`src/design/monitor_defs.svh`:
```
// Offsets, field positions, reset values and timing counts of the monitor readout.
// Assumes inclusion by bare name from the package and the design modules.
`ifndef MONITOR_DEFS_SVH
`define MONITOR_DEFS_SVH

// Channels: 0 temperature, 1 supply, 2..4 external inputs a..c
`define NUM_CH 5
`define CHAN_TEMP 3'h0
`define CHAN_LAST 3'h4
`define RESULT_W 16
`define LIMIT_DEPTH 20

// Limit kinds, also the flag group index inside the event layout
`define LIM_ALARM_HI 2'h0
`define LIM_ALARM_LO 2'h1
`define LIM_WARN_HI 2'h2
`define LIM_WARN_LO 2'h3

// Register byte addresses on the Avalon slave
`define REG_CTRL 8'h00
`define REG_STATUS 8'h04
`define REG_MASK 8'h08
`define REG_LIVE 8'h0C
`define REG_RESULT_FIRST 8'h10
`define REG_RESULT_LAST 8'h20
`define REG_LIMIT_FIRST 8'h40
`define REG_LIMIT_LAST 8'h8C

// Reset values
`define CTRL_RESET 4'h1
`define EVENT_RESET 25'h0000000

// Reduced-resolution variant clears this many low result bits
`define LOW_RES_BITS 3
`define SERIAL_BITS 5'h10

// Timing: one full round of all channels per frame time
`define FRAME_TIME_MS 30
`define CLK_FREQ_HZ 100000000
`define SLOT_CYCLES ((`FRAME_TIME_MS * (`CLK_FREQ_HZ / 1000)) / `NUM_CH)

`endif

```
`src/design/monitor_pkg.sv`:
```
// Types shared by the monitor readout modules.
// Assumes monitor_defs.svh is on the include path.
`include "monitor_defs.svh"

package monitor_pkg;

    typedef struct packed {
        logic protect_en;
        logic fault_out_en;
        logic low_res;
        logic run;
    } ctrl_t;

    // Flag groups indexed by limit kind, each one bit per channel
    typedef struct packed {
        logic [3:0][`NUM_CH-1:0] flag;
        logic [`NUM_CH-1:0] done;
    } event_t;

    typedef enum logic [1:0] {
        BUS_IDLE = 2'b00,
        BUS_MEM = 2'b01,
        BUS_ACK = 2'b10
    } bus_state_t;

    typedef enum logic [0:0] {
        CHK_IDLE = 1'b0,
        CHK_RUN = 1'b1
    } chk_state_t;

endpackage

```
`src/design/limit_ram.sv`:
```
// Limit store: four 16-bit limits per channel, byte-writable, registered read.
// Assumes one access per cycle; the caller arbitrates between users.
`include "monitor_defs.svh"

module limit_ram (
    // Clock and control
    input wire logic clk_sys_i,
    input wire logic rst_i,
    input wire logic ce_i,
    // Access port
    input wire logic en_i,
    input wire logic we_i,
    input wire logic [1:0] be_i,
    input wire logic [4:0] addr_i,
    input wire logic [15:0] wdata_i,
    output logic [15:0] rdata_o
);

    logic [15:0] mem [`LIMIT_DEPTH];

    // Limits default to zero, like a blank store
    always_ff @(posedge clk_sys_i) begin
        if (rst_i) begin
            for (int i = 0; i < `LIMIT_DEPTH; i++) begin
                mem[i] <= 16'h0000;
            end
        end else if (ce_i && en_i && we_i) begin
            for (int b = 0; b < 2; b++) begin
                if (be_i[b]) begin
                    mem[addr_i][b*8 +: 8] <= wdata_i[b*8 +: 8];
                end
            end
        end
    end

    always_ff @(posedge clk_sys_i) begin
        if (rst_i) begin
            rdata_o <= 16'h0000;
        end else if (ce_i && en_i && !we_i) begin
            rdata_o <= mem[addr_i];
        end
    end

endmodule

```
`src/design/limit_check.sv`:
```
// One limit comparison: is a result above a high limit or below a low one.
// Assumes both words share the channel's number format.
module limit_check (
    // Operands
    input wire logic [15:0] value_i,
    input wire logic [15:0] limit_i,
    // Comparison mode
    input wire logic high_i,
    input wire logic signed_i,
    // Verdict
    output logic outside_o
);

    logic above;
    logic below;

    always_comb begin
        if (signed_i) begin
            above = $signed(value_i) > $signed(limit_i);
            below = $signed(value_i) < $signed(limit_i);
        end else begin
            above = value_i > limit_i;
            below = value_i < limit_i;
        end
        outside_o = high_i ? above : below;
    end

endmodule

```
`src/design/monitor_channel_readout.sv`:
```
// Five-channel monitor readout: round-robin conversion requests, serial result capture,
// limit checking, sticky flags with interrupt, two open-drain buffers, write protect.
// Assumes an Avalon-MM master on clk_sys_i and a converter that shifts results
// MSB first on a slow link clock, changing data away from the rising edge.
//
// Our own choices: the placing of the registers and the Avalon-MM slave port.
`include "monitor_defs.svh"

module monitor_channel_readout #(
    parameter int unsigned SLOT_CYCLES = `SLOT_CYCLES
) (
    // Clock, reset, enable
    input wire logic clk_sys_i,
    input wire logic rst_i,
    input wire logic ce_i,
    // Avalon-MM slave
    input wire logic [7:0] avs_address_i,
    input wire logic avs_read_i,
    input wire logic avs_write_i,
    input wire logic [31:0] avs_writedata_i,
    input wire logic [3:0] avs_byteenable_i,
    output logic [31:0] avs_readdata_o,
    output logic avs_waitrequest_o,
    // Interrupt
    output logic irq_o,
    // Converter link
    input wire logic adc_clk_i,
    input wire logic adc_frame_i,
    input wire logic adc_data_i,
    output logic conv_start_o,
    output logic [2:0] conv_chan_o,
    // Buffers and protect pin
    input wire logic buffer_in_a_i,
    input wire logic buffer_in_b_i,
    input wire logic write_protect_pin_i,
    output logic buffer_out_a_o,
    output logic buffer_out_a_oe_o,
    output logic buffer_out_b_o,
    output logic buffer_out_b_oe_o
);
    import monitor_pkg::*;

    ////////////////////////////////////////////////////////////////////////////////
    // Pin synchronisers

    logic [5:0] pin_meta;
    logic [5:0] pin_sync;
    logic adc_clk_d;
    logic adc_frame_d;

    always_ff @(posedge clk_sys_i) begin
        if (rst_i) begin
            pin_meta <= 6'h00;
            pin_sync <= 6'h00;
        end else if (ce_i) begin
            pin_meta <= {write_protect_pin_i, buffer_in_b_i, buffer_in_a_i,
                         adc_data_i, adc_frame_i, adc_clk_i};
            pin_sync <= pin_meta;
        end
    end

    always_ff @(posedge clk_sys_i) begin
        if (rst_i) begin
            adc_clk_d <= 1'b0;
            adc_frame_d <= 1'b0;
        end else if (ce_i) begin
            adc_clk_d <= pin_sync[0];
            adc_frame_d <= pin_sync[1];
        end
    end

    logic link_rise;
    logic frame_end;
    logic write_locked;
    assign link_rise = pin_sync[0] && !adc_clk_d;
    assign frame_end = adc_frame_d && !pin_sync[1];

    ////////////////////////////////////////////////////////////////////////////////
    // Control register and write protection

    ctrl_t ctrl;
    // Unconnected pin floats high, so protection needs the pin pulled low to lift
    assign write_locked = pin_sync[5] && ctrl.protect_en;

    ////////////////////////////////////////////////////////////////////////////////
    // Round-robin conversion requests

    logic [31:0] slot_cnt;

    always_ff @(posedge clk_sys_i) begin
        if (rst_i) begin
            slot_cnt <= 32'h0000_0000;
            conv_start_o <= 1'b0;
            conv_chan_o <= `CHAN_LAST;
        end else if (ce_i) begin
            conv_start_o <= 1'b0;
            if (ctrl.run) begin
                if (slot_cnt >= SLOT_CYCLES - 1) begin
                    slot_cnt <= 32'h0000_0000;
                    conv_start_o <= 1'b1;
                    conv_chan_o <= (conv_chan_o == `CHAN_LAST) ? `CHAN_TEMP
                                                               : conv_chan_o + 3'h1;
                end else begin
                    slot_cnt <= slot_cnt + 32'h0000_0001;
                end
            end
        end
    end

    ////////////////////////////////////////////////////////////////////////////////
    // Serial result capture

    logic [15:0] shift_reg;
    logic [4:0] bit_cnt;
    logic [15:0] justified;
    logic [15:0] masked;
    logic capture;
    logic [15:0] result_q [`NUM_CH];

    // Short frames land left-justified; bits beyond sixteen are dropped
    assign justified = shift_reg << (`SERIAL_BITS - bit_cnt);
    assign masked = ctrl.low_res ? {justified[15:`LOW_RES_BITS], `LOW_RES_BITS'(0)}
                                 : justified;
    assign capture = frame_end && (bit_cnt != 5'h00);

    always_ff @(posedge clk_sys_i) begin
        if (rst_i) begin
            shift_reg <= 16'h0000;
            bit_cnt <= 5'h00;
        end else if (ce_i) begin
            if (frame_end) begin
                bit_cnt <= 5'h00;
            end else if (pin_sync[1] && link_rise && bit_cnt < `SERIAL_BITS) begin
                shift_reg <= {shift_reg[14:0], pin_sync[2]};
                bit_cnt <= bit_cnt + 5'h01;
            end
        end
    end

    always_ff @(posedge clk_sys_i) begin
        if (rst_i) begin
            for (int i = 0; i < `NUM_CH; i++) begin
                result_q[i] <= 16'h0000;
            end
        end else if (ce_i && capture) begin
            result_q[conv_chan_o] <= masked;
        end
    end

    ////////////////////////////////////////////////////////////////////////////////
    // Limit checking, one limit per cycle from the store

    chk_state_t chk_state;
    logic [2:0] chk_ch;
    logic [15:0] chk_val;
    logic [2:0] chk_cnt;
    logic [1:0] chk_kind;
    logic outside;
    logic [15:0] lim_rdata;
    logic [3:0][`NUM_CH-1:0] live;

    assign chk_kind = 2'(chk_cnt - 3'h1);

    limit_check u_check (
        .value_i(chk_val),
        .limit_i(lim_rdata),
        .high_i(chk_kind == `LIM_ALARM_HI || chk_kind == `LIM_WARN_HI),
        .signed_i(chk_ch == `CHAN_TEMP),
        .outside_o(outside)
    );

    always_ff @(posedge clk_sys_i) begin
        if (rst_i) begin
            chk_state <= CHK_IDLE;
            chk_ch <= 3'h0;
            chk_val <= 16'h0000;
            chk_cnt <= 3'h0;
        end else if (ce_i) begin
            case (chk_state)
                CHK_IDLE: begin
                    if (capture) begin
                        chk_state <= CHK_RUN;
                        chk_ch <= conv_chan_o;
                        chk_val <= masked;
                        chk_cnt <= 3'h0;
                    end
                end
                CHK_RUN: begin
                    chk_cnt <= chk_cnt + 3'h1;
                    if (chk_cnt == 3'h4) begin
                        chk_state <= CHK_IDLE;
                    end
                end
                default: chk_state <= CHK_IDLE;
            endcase
        end
    end

    always_ff @(posedge clk_sys_i) begin
        if (rst_i) begin
            live <= '0;
        end else if (ce_i && chk_state == CHK_RUN && chk_cnt != 3'h0) begin
            live[chk_kind][chk_ch] <= outside;
        end
    end

    ////////////////////////////////////////////////////////////////////////////////
    // Sticky events and interrupt

    event_t status;
    event_t mask;
    event_t set_evt;
    event_t clr_evt;
    logic bus_take;
    logic bus_wr;

    always_comb begin
        set_evt = '0;
        if (capture) begin
            set_evt.done[conv_chan_o] = 1'b1;
        end
        if (chk_state == CHK_RUN && chk_cnt != 3'h0 && outside) begin
            set_evt.flag[chk_kind][chk_ch] = 1'b1;
        end
        clr_evt = '0;
        if (bus_wr && avs_address_i == `REG_STATUS) begin
            clr_evt = avs_writedata_i[$bits(event_t)-1:0];
        end
    end

    // A set arriving with its clear survives
    always_ff @(posedge clk_sys_i) begin
        if (rst_i) begin
            status <= `EVENT_RESET;
        end else if (ce_i) begin
            status <= (status & ~clr_evt) | set_evt;
        end
    end

    always_ff @(posedge clk_sys_i) begin
        if (rst_i) begin
            irq_o <= 1'b0;
        end else if (ce_i) begin
            irq_o <= |(status & mask);
        end
    end

    ////////////////////////////////////////////////////////////////////////////////
    // Buffers

    always_ff @(posedge clk_sys_i) begin
        if (rst_i) begin
            buffer_out_a_o <= 1'b0;
            buffer_out_a_oe_o <= 1'b0;
            buffer_out_b_o <= 1'b0;
            buffer_out_b_oe_o <= 1'b0;
        end else if (ce_i) begin
            buffer_out_a_o <= 1'b0;
            buffer_out_b_o <= 1'b0;
            // Released (high) is the asserted fault level
            buffer_out_a_oe_o <= !(pin_sync[3] || (ctrl.fault_out_en && |live));
            buffer_out_b_oe_o <= !pin_sync[4];
        end
    end

    ////////////////////////////////////////////////////////////////////////////////
    // Avalon-MM slave

    bus_state_t bus_state;
    logic lim_hit;
    logic res_hit;
    logic [7:0] lim_off;
    logic [7:0] res_off;
    logic [31:0] reg_rdata;
    logic mem_en;
    logic mem_we;
    logic [4:0] mem_addr;

    assign lim_off = avs_address_i - `REG_LIMIT_FIRST;
    assign res_off = avs_address_i - `REG_RESULT_FIRST;
    assign lim_hit = avs_address_i >= `REG_LIMIT_FIRST && avs_address_i <= `REG_LIMIT_LAST
                     && avs_address_i[1:0] == 2'h0;
    assign res_hit = avs_address_i >= `REG_RESULT_FIRST && avs_address_i <= `REG_RESULT_LAST
                     && avs_address_i[1:0] == 2'h0;
    // Limit access waits while the checker owns the store
    assign bus_take = bus_state == BUS_IDLE && (avs_read_i || avs_write_i)
                      && !(lim_hit && chk_state == CHK_RUN);
    assign bus_wr = ce_i && bus_take && avs_write_i;

    always_comb begin
        if (chk_state == CHK_RUN) begin
            mem_en = chk_cnt != 3'h4;
            mem_we = 1'b0;
            mem_addr = {chk_ch[2:0], chk_cnt[1:0]};
        end else begin
            mem_en = bus_take && lim_hit && !(avs_write_i && write_locked);
            mem_we = avs_write_i;
            mem_addr = lim_off[6:2];
        end
    end

    limit_ram u_limits (
        .clk_sys_i(clk_sys_i),
        .rst_i(rst_i),
        .ce_i(ce_i),
        .en_i(mem_en),
        .we_i(mem_we),
        .be_i(avs_byteenable_i[1:0]),
        .addr_i(mem_addr),
        .wdata_i(avs_writedata_i[15:0]),
        .rdata_o(lim_rdata)
    );

    always_comb begin
        if (avs_address_i == `REG_CTRL) begin
            reg_rdata = {28'h0000000, ctrl};
        end else if (avs_address_i == `REG_STATUS) begin
            reg_rdata = {7'h00, status};
        end else if (avs_address_i == `REG_MASK) begin
            reg_rdata = {7'h00, mask};
        end else if (avs_address_i == `REG_LIVE) begin
            reg_rdata = {6'h00, write_locked, live, 5'h00};
        end else if (res_hit) begin
            reg_rdata = {16'h0000, result_q[res_off[4:2]]};
        end else begin
            reg_rdata = 32'h0000_0000;
        end
    end

    always_ff @(posedge clk_sys_i) begin
        if (rst_i) begin
            ctrl <= `CTRL_RESET;
            mask <= `EVENT_RESET;
        end else if (bus_wr) begin
            if (avs_address_i == `REG_CTRL && avs_byteenable_i[0] && !write_locked) begin
                ctrl <= avs_writedata_i[3:0];
            end else if (avs_address_i == `REG_MASK) begin
                mask <= avs_writedata_i[$bits(event_t)-1:0];
            end
        end
    end

    always_ff @(posedge clk_sys_i) begin
        if (rst_i) begin
            bus_state <= BUS_IDLE;
            avs_readdata_o <= 32'h0000_0000;
            avs_waitrequest_o <= 1'b1;
        end else if (ce_i) begin
            case (bus_state)
                BUS_IDLE: begin
                    if (bus_take && lim_hit) begin
                        bus_state <= BUS_MEM;
                    end else if (bus_take) begin
                        avs_readdata_o <= reg_rdata;
                        avs_waitrequest_o <= 1'b0;
                        bus_state <= BUS_ACK;
                    end
                end
                BUS_MEM: begin
                    avs_readdata_o <= {16'h0000, lim_rdata};
                    avs_waitrequest_o <= 1'b0;
                    bus_state <= BUS_ACK;
                end
                BUS_ACK: begin
                    avs_waitrequest_o <= 1'b1;
                    bus_state <= BUS_IDLE;
                end
                default: bus_state <= BUS_IDLE;
            endcase
        end
    end

endmodule

```
`config.mk`:
```
export PLATFORM = sky130hd
export DESIGN_NAME = monitor_channel_readout
export DESIGN_NICKNAME = d
export VERILOG_FILES = /design/src/design/monitor_pkg.sv /design/src/design/limit_ram.sv /design/src/design/limit_check.sv /design/src/design/monitor_channel_readout.sv
export VERILOG_INCLUDE_DIRS = /design/src /design/src/design
export SDC_FILE = /design/constraint.sdc
export NUM_CORES = 1
export LEC_CHECK = 0
export BUFFER_PORTS_ARGS = -buffer_cell sky130_fd_sc_hd__buf_2
export CORE_MARGIN = 2
export CORE_UTILIZATION = 45
export CTS_CLUSTER_DIAMETER = 100
export DETAILED_ROUTE_END_ITERATION = 8
export SLEW_MARGIN = 0
export SYNTH_ARGS = -nofsm -noshare
export SYNTH_HDL_FRONTEND = slang
export SYNTH_SLANG_ARGS = --single-unit
```
`constraint.sdc`:
```
create_clock -name clk_sys_i -period 9.9 [get_ports clk_sys_i]
set_input_delay 0.99 -clock clk_sys_i [delete_from_list [all_inputs] [get_ports clk_sys_i]]
set_output_delay 0.99 -clock clk_sys_i [all_outputs]
set_load 0.005 [all_outputs]
```
# Word-level counts from Yosys, hierarchy flattened
# Memories as Yosys holds them, arrays and structs flattened. A register that Yosys moved wholly into a read port is not among the register bits.
# Index checks and enable logic that the tools add are counted.
# classes
reduce_logical,69
n_mul,0
eq_ne,13
div_mod_pow,0
mux,61
n_addsub,8
magnitude_cmp,16
shift,1
bitwise_logic,7
# op_table
cell,n
26-bit 2-to-1 mux,4
32-bit 2-to-1 mux,3
32-bit one-hot mux with 2 select lines,1
25-bit AND,2
16-bit 2-to-1 mux,3
1-bit logical AND,33
32-bit by 1-bit adder with 32-bit output (second input constant),1
32-bit by 20-bit >= comparator with 1-bit output (second input constant),1
16-bit > comparator,2
16-bit < comparator,2
16-bit OR reduction,2
5-bit 2-to-1 mux,6
1-bit 2-to-1 mux,27
25-bit 2-to-1 mux,1
25-bit inverter,1
25-bit bitwise OR,1
25-bit OR reduction,1
20-bit bitwise mux,1
20-bit 2-to-1 mux,1
20-bit OR reduction,1
8-bit by 4-bit equality test with 1-bit output (second input constant),2
16-bit by 5-bit << shifter with 16-bit output,1
3-bit 2-to-1 mux,4
3-bit AND reduction,4
other kinds (40),70
# word_totals
memories,2
mem_bits_rw,400
output_inout_bits,42
regBits,206
word_cells,214
rom_bits,0
in_bits,55
latchBits,0
# memory_table
memory,words,word_bits,read_ports,rd_clocked_by_memory_dff,write_ports,line,rtl
u_limits.mem,20,16,1,1,20,limit_ram.sv:19,logic [15:0] mem [`LIMIT_DEPTH];
result_q,5,16,1,0,5,monitor_channel_readout.sv:118,logic [15:0] result_q [`NUM_CH];

# Logic depth before layout (Yosys ltp)
# Gate-level depths: netlist of the first run.
# depth
ltp_word,16
ltp_mapped,13
mapped_depth_nobuf,10

# Cells and area by module
# From an unflattened synthesis of the first run, not the netlist that was laid out.
# unflattened
cells_unflattened,3084
area_unflattened_um2,38152.8
# by_module_without_submodules
module,seq_area_each_um2,cells_each,area_per_inst_um2,n_inst
limit_ram,15695.1,1507,23194.7,1
monitor_channel_readout,7247.0,1520,14512.7,1
limit_check,0.0,57,445.4,1

# Least setup slack after synthesis of the first run
# Ideal clock, no wire load.
# synth_timing
kind,reg-to-reg
startpoint,register bit_cnt[0]
endpoint,"memory result_q[4][0], enable pin"
slack_ps,6400
synth_period_minus_slack_ps,3500
n_path_buf,2
required_time_ps,9489
arrival_ps,3089
setup_time_ps,411
stages_incl_launch_ff,10
path_cell_list,dfxtp_1 > buf_2 > buf_2 > inv_1 > ha_1 > nor3b_1 > ha_1 > nor2_1 > nand2_1 > o21ai_0
# synth_rtl
element,line,rtl
from (decl),monitor_channel_readout.sv:114,logic [4:0] bit_cnt;
from (signal assigned),monitor_channel_readout.sv:135,bit_cnt <= bit_cnt + 5'h01;
to (decl),monitor_channel_readout.sv:118,

# Worst setup path after layout of the first run
# layout_timing
startpoint,input avs_address_i[2]
endpoint,"register u_limits.rdata_o[2], read port of u_limits.mem"
# layout_via
elab_chain_cells,11
word_cells_on_any_way,14
cone_classes,add/sub (1); order compare (2); mux (2); reduce/logical (9)
# layout_rtl
element,line,rtl
from (decl),monitor_channel_readout.sv:17,"input wire logic [7:0] avs_address_i,"
8-bit by 7-bit >= comparator with 1-bit output (no source line) or 8-bit less-or-equal comparator (tied branches),-,
1-bit logical AND (no source line),-,
1-bit logical AND,monitor_channel_readout.sv:281,assign lim_hit = avs_address_i >= `REG_LIMIT_FIRST && avs_address_i <= `REG_LIMIT_LAST
1-bit logical AND,monitor_channel_readout.sv:287,&& !(lim_hit && chk_state == CHK_RUN);
1-bit zero test,monitor_channel_readout.sv:287,
1-bit logical AND,monitor_channel_readout.sv:287,
1-bit logical AND (2 in a row),monitor_channel_readout.sv:296,mem_en = bus_take && lim_hit && !(avs_write_i && write_locked);
1-bit 2-to-1 mux,monitor_channel_readout.sv:291,if (chk_state == CHK_RUN) begin
1-bit logical AND (2 in a row),limit_ram.sv:39,end else if (ce_i && en_i && !we_i) begin
to (decl),limit_ram.sv:16,output logic [15:0] rdata_o
# Parallel ways exist; a longest one is shown, timed or not.
# A chain may end at the register's enable or synchronous reset.

==> flow_metrics.env, run 1 <==
export IMPL_design_core_area_um2=83700
export IMPL_synth_top_area_cell="edfxtp_1"
export IMPL_postSynthCellCount=2845
export IMPL_min_delay_start="pin_sync[4]"
export IMPL_synth_seq_cells=856
export IMPL_yosys_warnings=0
export IMPL_grt_pass1_wl_um=145000
export IMPL_place_ws_ns=4.69
export IMPL_setup_tns_ns=0
export IMPL_wl_per_cell_um=22.9
export IMPL_cts_tree="done"
export IMPL_avgViaCountPerCell=5.62
export IMPL_finish_utilization_pct=51.3
export IMPL_hpwl_um=62900
export IMPL_pwr_density_cell_nw_per_um2=179
export IMPL_fin_crit_sh_pct=45.2
export IMPL_antenna_found_initial=2
export IMPL_fin_cells=4248
export IMPL_rows=106
export IMPL_antenna_left=0
export IMPL_ioPinCount=97
export IMPL_maxCapViolations=0
export IMPL_port_buffers=79
export IMPL_cts_sinks=856
export IMPL_clock_skew_ns=0.0261
export IMPL_hp_class="reg -> reg"
export IMPL_hold_buffers=0
export IMPL_async_flop_share_pct=0
export IMPL_hold_viol_final=0
export IMPL_end_kind="flip-flop"
export IMPL_drt_iter0_drc=2118
export IMPL_cts_made_buffers=90
export IMPL_gr_usage_all_layers_pct=22.4
export IMPL_max_slew_margin_pct=16.9
export IMPL_postRouteWirelength_um=97300
export IMPL_reg2reg_from="u_limits.rdata_o[15]"
export IMPL_drt_first_pass_iters=5
export IMPL_grt_pass1_vias=23800
export IMPL_placedCellCount=4081
export IMPL_drc_errors=0
export IMPL_cp_arrival_ns=4.93
export IMPL_critPathLaunch="avs_address_i[2]"
export IMPL_start_kind="input pin"
export IMPL_period_minus_slack_ns=4.47
export IMPL_reg_top3="u_limits.mem x512, result_q x128, slot_cnt x32"
export IMPL_cts_clk_slew_worst_paths_ns=0.06
export IMPL_grt_start_max_net_pins=131
export IMPL_insertion_delay_ns=0.66
export IMPL_synth_top_area_share_pct=50.5
export IMPL_die_h_um=295
export IMPL_grt_ovfl_total=0
export IMPL_regMostFlops="u_limits.mem"
export IMPL_synth_most_common_cell="edfxtp_1"
export IMPL_fin_ws_ns=5.43
export IMPL_synthTopCellsByArea="edfxtp_1 50%, dfxtp_1 11%, mux4_2 10%"
export IMPL_cts_setup_buffers=0
export IMPL_clock_path_buffers=3
export IMPL_crit_type="in -> reg"
export IMPL_regToRegSetupSlack_ns=6.11
export IMPL_largest_reg_flops=512
export IMPL_yosysSeqAreaShare_pct=61.8
export IMPL_max_slew_worst_pin_slew_ns=1.24
export IMPL_syn_avg_cell_area_um2=13.4
export IMPL_rsz0062_at_grt="no"
export IMPL_power_leakage_nw=15.5
export IMPL_drive_above_1_share_pct=15.9
export IMPL_die_w_um=295
export IMPL_peakVddDrop_uv=123
export IMPL_min_path_cells=1
export IMPL_synth_common_cells="640 x edfxtp_1, 328 x and2_1, 285 x nor2_1, 216 x dfxtp_1, 169 x mux4_2"
export IMPL_initial_utilization_pct=45.5
export IMPL_fmax_mhz=224
export IMPL_synth_edf_count=640
export IMPL_nNetsFinal=3122
export IMPL_root_buffer="clkbuf_16"
export IMPL_reg2reg_depth=9
export IMPL_cts_resized=0
export IMPL_report_final_setup_viol=0
export IMPL_r2r_end="status[5]"
export IMPL_dieArea_um2=87000
export IMPL_synthFlopType="edfxtp_1"
export IMPL_holdPathEnd="buffer_out_b_oe_o"
export IMPL_gp_congestion=0.906
export IMPL_h_tree_depth=3
export IMPL_required_ns=10.35
export IMPL_path_max_fanout=44
export IMPL_synth_cell_types=75
export IMPL_vias=23900
export IMPL_drv_slew=0
export IMPL_status="completed"
export IMPL_syn_area_um2=38100
export IMPL_area_delta_synth_final_pct=12.6
-- layer usage --
metal / share of wire, % / wire (um) / vias to the layer above / global-route usage [%]
li1: - / - / 10800 / -
met1: 41 / 40200 / 12000 / 29.5
met2: 48 / 46700 / 843 / 37.1
met3: 7.2 / 7040 / 181 / 4.09
met4: 3.4 / 3310 / 2 / 8.36
met5: 0.013 / 13 / - / 0
-- area by class of cell --
class                   count  area (um^2)
clock inverters            44          368
repair buffers            107          624
well taps                1134         1420
fillers                  7169        40800
clock buffers             122         2460
multi-input cells        1929        14300
inverters                  55          206
flip-flops and latches    856        23500
diodes                      1         2.50
-- kinds of logic (layout without fill, tap and decap cells) --
logic type,after synthesis,in the layout,share of synthesized area [%]
other,1,201,0.00985
multiplexers,270,270,12.7
AO/OA/AOI/OAI,437,437,7.59
buffers and inverters,259,328,2.84
XOR/XNOR,26,26,0.618
adder cells (fa/ha/maj),28,28,0.920
flip-flops,856,856,61.8
AND/OR/NAND/NOR,968,968,13.5
-- cells in the final DEF (no fill, tap or decap), types with 78 or more instances in the layout --
cell type,Yosys,layout
nand2_1,127,127
buf_2,38,78
nor2_1,285,280
edfxtp_1,640,640
a21oi_1,94,93
mux4_2,169,169
clkbuf_16,0,91
conb_1,1,200
mux2i_1,95,93
dfxtp_1,216,216
and2_1,328,328
o21ai_0,84,81
-- power by group --
group	switching, mW	total, mW	internal, mW
Sequential	0.0363	4.01	3.97
Clock	1.39	3.26	1.87
Combinational	0.283	0.431	0.148
Total	1.71	7.70	5.99
-- critical path: stages --
cell and delay, ns:
buf_2 0.10, buf_4 0.33, inv_2 0.52, o21a_4 0.54
buf_4 0.80, mux4_2 0.60, a22o_1 0.26, a221oi_1 0.47
a31oi_1 0.17
-- how the worst max path moves through the flow --
stage	end	slack (ns)	cells after the start
3_5_place_dp	u_limits.rdata_o[2]	4.69	9
4_1_cts	u_limits.rdata_o[2]	5.37	9
3_3_place_gp	u_limits.rdata_o[5]	4.73	9
2_1_floorplan	result_q[4][0]	6.40	9
5_1_grt	u_limits.rdata_o[2]	5.11	9
6_report	u_limits.rdata_o[2]	5.43	9
-- through the flow --
step                hold slack, ns  area, um^2  total power [mW]
floorplan                    0.415       38800              4.36
global placement             0.424       40100              4.50
detailed placement           0.436       40100              4.52
CTS                          0.444       42900              7.77
global route                 0.460       42900              7.94
finish                       0.441       42900              7.70
Power figures use the tool's default switching activity.
==> run 2, diff against run 1 <==
==> constraint.sdc (replaced) <==
create_clock -name clk_sys_i -period 3.74 [get_ports clk_sys_i]
set_input_delay 0.374 -clock clk_sys_i [delete_from_list [all_inputs] [get_ports clk_sys_i]]
set_output_delay 0.374 -clock clk_sys_i [all_outputs]
set_load 0.005 [all_outputs]
==> run 2 against run 1 <==
Net effect: combinational power grew to 2.9 times the previous value; register-to-register slack lost 5.6 ns; final cell count rose by 3.2%; hold slack lost 0.42 ns; first-iteration DRC count increased by 7.9%; total power grew to 2.7 times the previous value; via count up 2.6%; clock power increased to 2.7 times the previous value; non-clock buffer count increased by 133; global-route usage grew 0.26 points; critical endpoint is now result_q[0][8]; largest cell class unchanged.
==> flow_metrics.env, run 2 (same netlist as run 1, synthesis figures left out) <==
export IMPL_final_common_cell="edfxtp_1"
export IMPL_ioPinCount=97
export IMPL_path_max_fanout=16
export IMPL_grt_ovfl_total=0
export IMPL_regToRegSetupSlack_ns=0.53
export IMPL_r2r_end="result_q[0][8]"
export IMPL_drv_slew=0
export IMPL_crit_type="reg -> reg"
export IMPL_reg2reg_depth=9
export IMPL_max_slew_worst_pin_slew_ns=1.17
export IMPL_critPathLaunch="bit_cnt[1]"
export IMPL_cts_resized=0
export IMPL_met1Wirelength_um=40600
export IMPL_fin_crit_sh_pct=85.8
export IMPL_routed_top_layer="met5"
export IMPL_hold_slack_ns=0.0228
export IMPL_initial_utilization_pct=45.5
export IMPL_port_buffers=79
export IMPL_drt_first_pass_iters=8
export IMPL_cts_made_buffers=92
export IMPL_grt_pass1_vias=24600
export IMPL_status="completed"
export IMPL_cts_sinks=856
export IMPL_reg_top3="u_limits.mem x512, result_q x128, slot_cnt x32"
export IMPL_insertion_delay_ns=0.66
export IMPL_drt_iter0_drc=2285
export IMPL_report_final_setup_viol=0
export IMPL_min_path_cells=3
export IMPL_rsz0062_at_grt="no"
export IMPL_required_ns=4.23
export IMPL_area_delta_synth_final_pct=15.7
export IMPL_slowest_delay_ns=0.53
export IMPL_maxCapViolations=0
export IMPL_reg2reg_from="bit_cnt[1]"
export IMPL_largest_reg_flops=512
export IMPL_cts_tree="done"
export IMPL_gr_usage_all_layers_pct=22.7
export IMPL_drc_errors=0
export IMPL_min_delay_start="adc_frame_i"
export IMPL_wl_per_cell_um=22.4
export IMPL_period_minus_slack_ns=3.21
export IMPL_cp_arrival_ns=3.70
export IMPL_regMostFlops="u_limits.mem"
export IMPL_root_buffer="clkbuf_16"
export IMPL_finalPower_mw=20.7
export IMPL_hp_class="in -> reg"
export IMPL_peakVddDrop_uv=299
export IMPL_postRouteWirelength_um=98400
export IMPL_cts_clk_slew_worst_paths_ns=0.06
export IMPL_clock_path_buffers=3
export IMPL_gp_congestion=0.902
export IMPL_clock_skew_ns=0.0259
export IMPL_dieArea_um2=87000
export IMPL_rows=106
export IMPL_avgViaCountPerCell=5.59
export IMPL_end_kind="flip-flop"
export IMPL_grt_start_max_net_pins=74
export IMPL_antenna_found_initial=4
export IMPL_wl_met3_um=6970
export IMPL_max_slew_margin_pct=21.7
export IMPL_final_cell_mix="640 x edfxtp_1, 328 x and2_1, 282 x nor2_1"
export IMPL_hpwl_um=66500
export IMPL_crit_chain="inv_1, ha_1, nor3b_1, ha_1, nor2_1, nand2_1, nor3_1, nand2_1, nor2_1"
export IMPL_grt_pass1_wl_um=147000
export IMPL_power_leakage_nw=16.2
export IMPL_fmax_mhz=312
export IMPL_design_core_area_um2=83700
export IMPL_holdPathEnd="pin_meta[1]"
export IMPL_vias=24500
export IMPL_worst_path_max_delay_cell="nand2_1"
export IMPL_drive_above_1_share_pct=19.0
export IMPL_h_tree_depth=3
export IMPL_die_w_um=295
export IMPL_antenna_left=0
export IMPL_hold_viol_final=0
export IMPL_setup_tns_ns=0
export IMPL_start_kind="flip-flop"
export IMPL_pwr_density_cell_nw_per_um2=469
export IMPL_nNetsFinal=3257
export IMPL_die_h_um=295
export IMPL_wl_met2_um=47700
[run 2: cell types whose count changed in the layout (fill, tap and decap cells not counted), moves of 2 or more]
cell	change
clkbuf_16	+5
buf_4	+114
clkbuf_1	+5
clkinv_1	-7
o21ai_2	-3
bufinv_16	-2
dlygate4sd3_1	+13
nor2_1	+2
inv_6	+3
clkinv_8	-2
buf_12	+6
o21ai_1	+3
clkinv_2	+3
nor2_4	-2
[run 2: where the power goes]
part           internal, mW  switching, mW  leakage [nW]  total (mW)
Sequential             10.5          0.102          8.25        10.6
Combinational         0.479          0.786          6.49        1.26
Clock                  5.05           3.73          1.43        8.78
[run 2: routing by layer]
metal  vias up  track usage (%)
met5         -                0
met4         2             8.14
met3       161             2.99
met2       978             37.9
met1     12300             30.4
li1      11100                -
[run 2: worst max-delay path, delay by kind of cell (launching register included)]
family	cells	cell delay [ns]
DFF	1	0.40
buffers and inverters	1	0.08
and+or+nand+nor	6	2.05
adders and majority gates	2	0.50
[run 2: through the flow]
step                worst slack [ns]  cells  util [%]  area [um^2]
floorplan                      0.240   3044         -        38800
global route                   0.295   4385      52.7        44100
detailed placement             0.460   4201      49.0        41000
CTS                            0.487   4384      52.7        44100
finish                         0.530   4385      52.7        44100
global placement               0.527   4201      49.0        41000
[run 2: worst max path at each step]
| stage | depth (start not counted) | slack (ns) | endpoint |
|---|---|---|---|
| 3_5_place_dp | 9 | 0.46 | u_limits.mem[9][5] |
| 4_1_cts | 9 | 0.49 | result_q[0][14] |
| 3_3_place_gp | 9 | 0.53 | u_limits.mem[13][2] |
| 6_report | 9 | 0.53 | result_q[0][8] |
| 5_1_grt | 9 | 0.29 | result_q[0][2] |
| 2_1_floorplan | 9 | 0.24 | result_q[4][0] |
[run 2: cell type report]
type	count	area, um^2
multi-input cells	1929	14200
clock buffers	130	2580
flip-flops and latches	856	23500
inverters	55	206
diodes	1	2.50
fillers	7031	39600
well taps	1134	1420
clock inverters	40	335
repair buffers	240	1730
[run 2: what timing repair did]
item | 4_1_cts | 5_1_grt
hold endpoints to repair | 14 | 0
buffers inserted | 0 | 0
setup endpoints to repair | 0 | 0
hold buffers | 13 | 0
==> run 3, diff against run 2 <==
--- a/config.mk
+++ b/config.mk
@@ -11,6 +11,7 @@
 export CORE_UTILIZATION = 45
 export CTS_CLUSTER_DIAMETER = 100
 export DETAILED_ROUTE_END_ITERATION = 8
+export MAX_ROUTING_LAYER = met4
 export SLEW_MARGIN = 0
 export SYNTH_ARGS = -nofsm -noshare
 export SYNTH_HDL_FRONTEND = slang
==> run 3 against run 2 <==
Net effect: utilization about the same; wire length shrank 0.14%; worst setup slack lost 0.023 ns; via count decreased by 0.85%.
==> flow_metrics.env, run 3 (same netlist as run 1, synthesis figures left out) <==
export IMPL_status="completed"
export IMPL_path_max_fanout=16
export IMPL_h_tree_depth=3
export IMPL_cts_made_buffers=92
export IMPL_port_buffers=79
export IMPL_drt_first_pass_iters=6
export IMPL_fmax_mhz=309
export IMPL_rsz0062_at_grt="no"
export IMPL_vias=24300
export IMPL_worst_path_max_delay_cell="nand2_1"
export IMPL_wl_per_cell_um=22.4
export IMPL_drive_above_1_share_pct=18.7
export IMPL_max_slew_margin_pct=21.4
export IMPL_period_minus_slack_ns=3.23
export IMPL_reg_top3="u_limits.mem x512, result_q x128, slot_cnt x32"
export IMPL_clock_path_buffers=3
export IMPL_hp_class="in -> reg"
export IMPL_maxCapViolations=0
export IMPL_grt_pass1_vias=24300
export IMPL_area_delta_synth_final_pct=15.6
export IMPL_final_common_cell="edfxtp_1"
export IMPL_regMostFlops="u_limits.mem"
export IMPL_cts_sinks=856
export IMPL_ioPinCount=97
export IMPL_initial_utilization_pct=45.5
export IMPL_cts_resized=0
export IMPL_dieArea_um2=87000
export IMPL_end_kind="flip-flop"
export IMPL_die_w_um=295
export IMPL_avgViaCountPerCell=5.55
export IMPL_final_cell_mix="640 x edfxtp_1, 328 x and2_1, 282 x nor2_1"
export IMPL_power_leakage_nw=16.1
export IMPL_antenna_found_initial=2
export IMPL_die_h_um=295
export IMPL_slowest_delay_ns=0.52
export IMPL_gr_usage_all_layers_pct=23.5
export IMPL_crit_chain="inv_1, ha_1, nor3b_1, ha_1, nor2_1, nand2_1, nor3_1, nand2_1, nor2_1"
export IMPL_report_final_setup_viol=0
export IMPL_root_buffer="clkbuf_16"
export IMPL_insertion_delay_ns=0.66
export IMPL_grt_ovfl_total=0
export IMPL_peakVddDrop_uv=301
export IMPL_hpwl_um=66100
export IMPL_drc_errors=0
export IMPL_cts_clk_slew_worst_paths_ns=0.06
export IMPL_finish_utilization_pct=52.6
export IMPL_worst_path_buf_inv=1
export IMPL_fin_crit_sh_pct=86.5
export IMPL_required_ns=4.22
export IMPL_setup_tns_ns=0
export IMPL_start_kind="flip-flop"
export IMPL_gp_congestion=0.938
export IMPL_design_core_area_um2=83700
export IMPL_pwr_density_cell_nw_per_um2=473
export IMPL_cts_tree="done"
export IMPL_hold_slack_ns=0.0178
export IMPL_cp_arrival_ns=3.71
export IMPL_grt_start_max_net_pins=73
export IMPL_max_slew_worst_pin_slew_ns=1.18
export IMPL_largest_reg_flops=512
export IMPL_cp_top_family="simple AND/OR/NAND/NOR gates"
export IMPL_crit_type="reg -> reg"
export IMPL_antenna_left=0
export IMPL_drv_slew=0
export IMPL_rows=106
export IMPL_clock_skew_ns=0.0279
export IMPL_hold_viol_final=0
export IMPL_grt_pass1_wl_um=148000
export IMPL_postRouteWirelength_um=98200
export IMPL_nNetsFinal=3243
export IMPL_drt_iter0_drc=2363
-- run 3: changes by cell type in the layout (fill, tap and decap cells not counted), moves of 3 or more --
cell	change
buf_4	-14
bufinv_16	+4
clkbuf_1	-4
clkbuf_16	-3
clkinv_2	+6
clkinv_8	+3
diode_2	+3
inv_6	-4
-- run 3: final timing paths --
path | from | endpoint | slack (ns) | cells after the start
worst max-delay path | bit_cnt[1] | result_q[0][9] | 0.51 | 9
worst min-delay path | adc_frame_i | pin_meta[1] | 0.02 | 3
worst max register to register | bit_cnt[1] | result_q[0][9] | 0.51 | 9
worst min register to register | avs_readdata_o[25] | avs_readdata_o[25] | 0.45 | 2
-- run 3: layout make-up --
cell class	count	area [um^2]
Tap cell	1134	1420
Clock inverter	49	480
Timing Repair Buffer	226	1620
Clock buffer	124	2500
Fill cell	7048	39700
Inverter	55	206
Multi-Input combinational cell	1929	14200
Antenna cell	4	10.0
Sequential cell	856	23500
-- run 3: what timing repair did --
item / CTS / global route
hold buffers: 14 / 0
buffers inserted: 0 / 0
endpoints found under the hold margin: 15 / 0
-- run 3: layer usage --
metal  wire (um)  vias up  GRT usage, %
met1       41100    12200          30.7
met2       47800      881          37.9
met4        2830        0          7.35
met3        6480      169          3.48
li1            -    11100             -
met5           0        -             -
-- run 3: worst reg2reg max path, cell delays in order (launching register included) --
cell     delay, ns
dfxtp_1       0.41
inv_1         0.08
ha_1          0.23
nor3b_1       0.17
ha_1          0.28
nor2_1        0.47
nand2_1       0.24
nor3_1        0.34
nand2_1       0.52
nor2_1        0.31
-- run 3: power by group --
part / switching [mW] / internal, mW / total, mW / leakage, nW
logic: 0.787 / 0.473 / 1.26 / 6.41
clock network: 3.75 / 5.20 / 8.96 / 1.47
registers: 0.101 / 10.5 / 10.6 / 8.25
-- run 3: metrics by stage --
stage	cell area (um^2)	setup WS (ns)	total power [mW]	std cells
floorplan	38800	0.240	11.5	3044
global placement	40900	0.426	12.0	4186
detailed placement	40900	0.383	12.1	4186
CTS	44000	0.445	21.0	4373
global route	44000	0.288	21.5	4374
finish	44000	0.507	20.8	4377
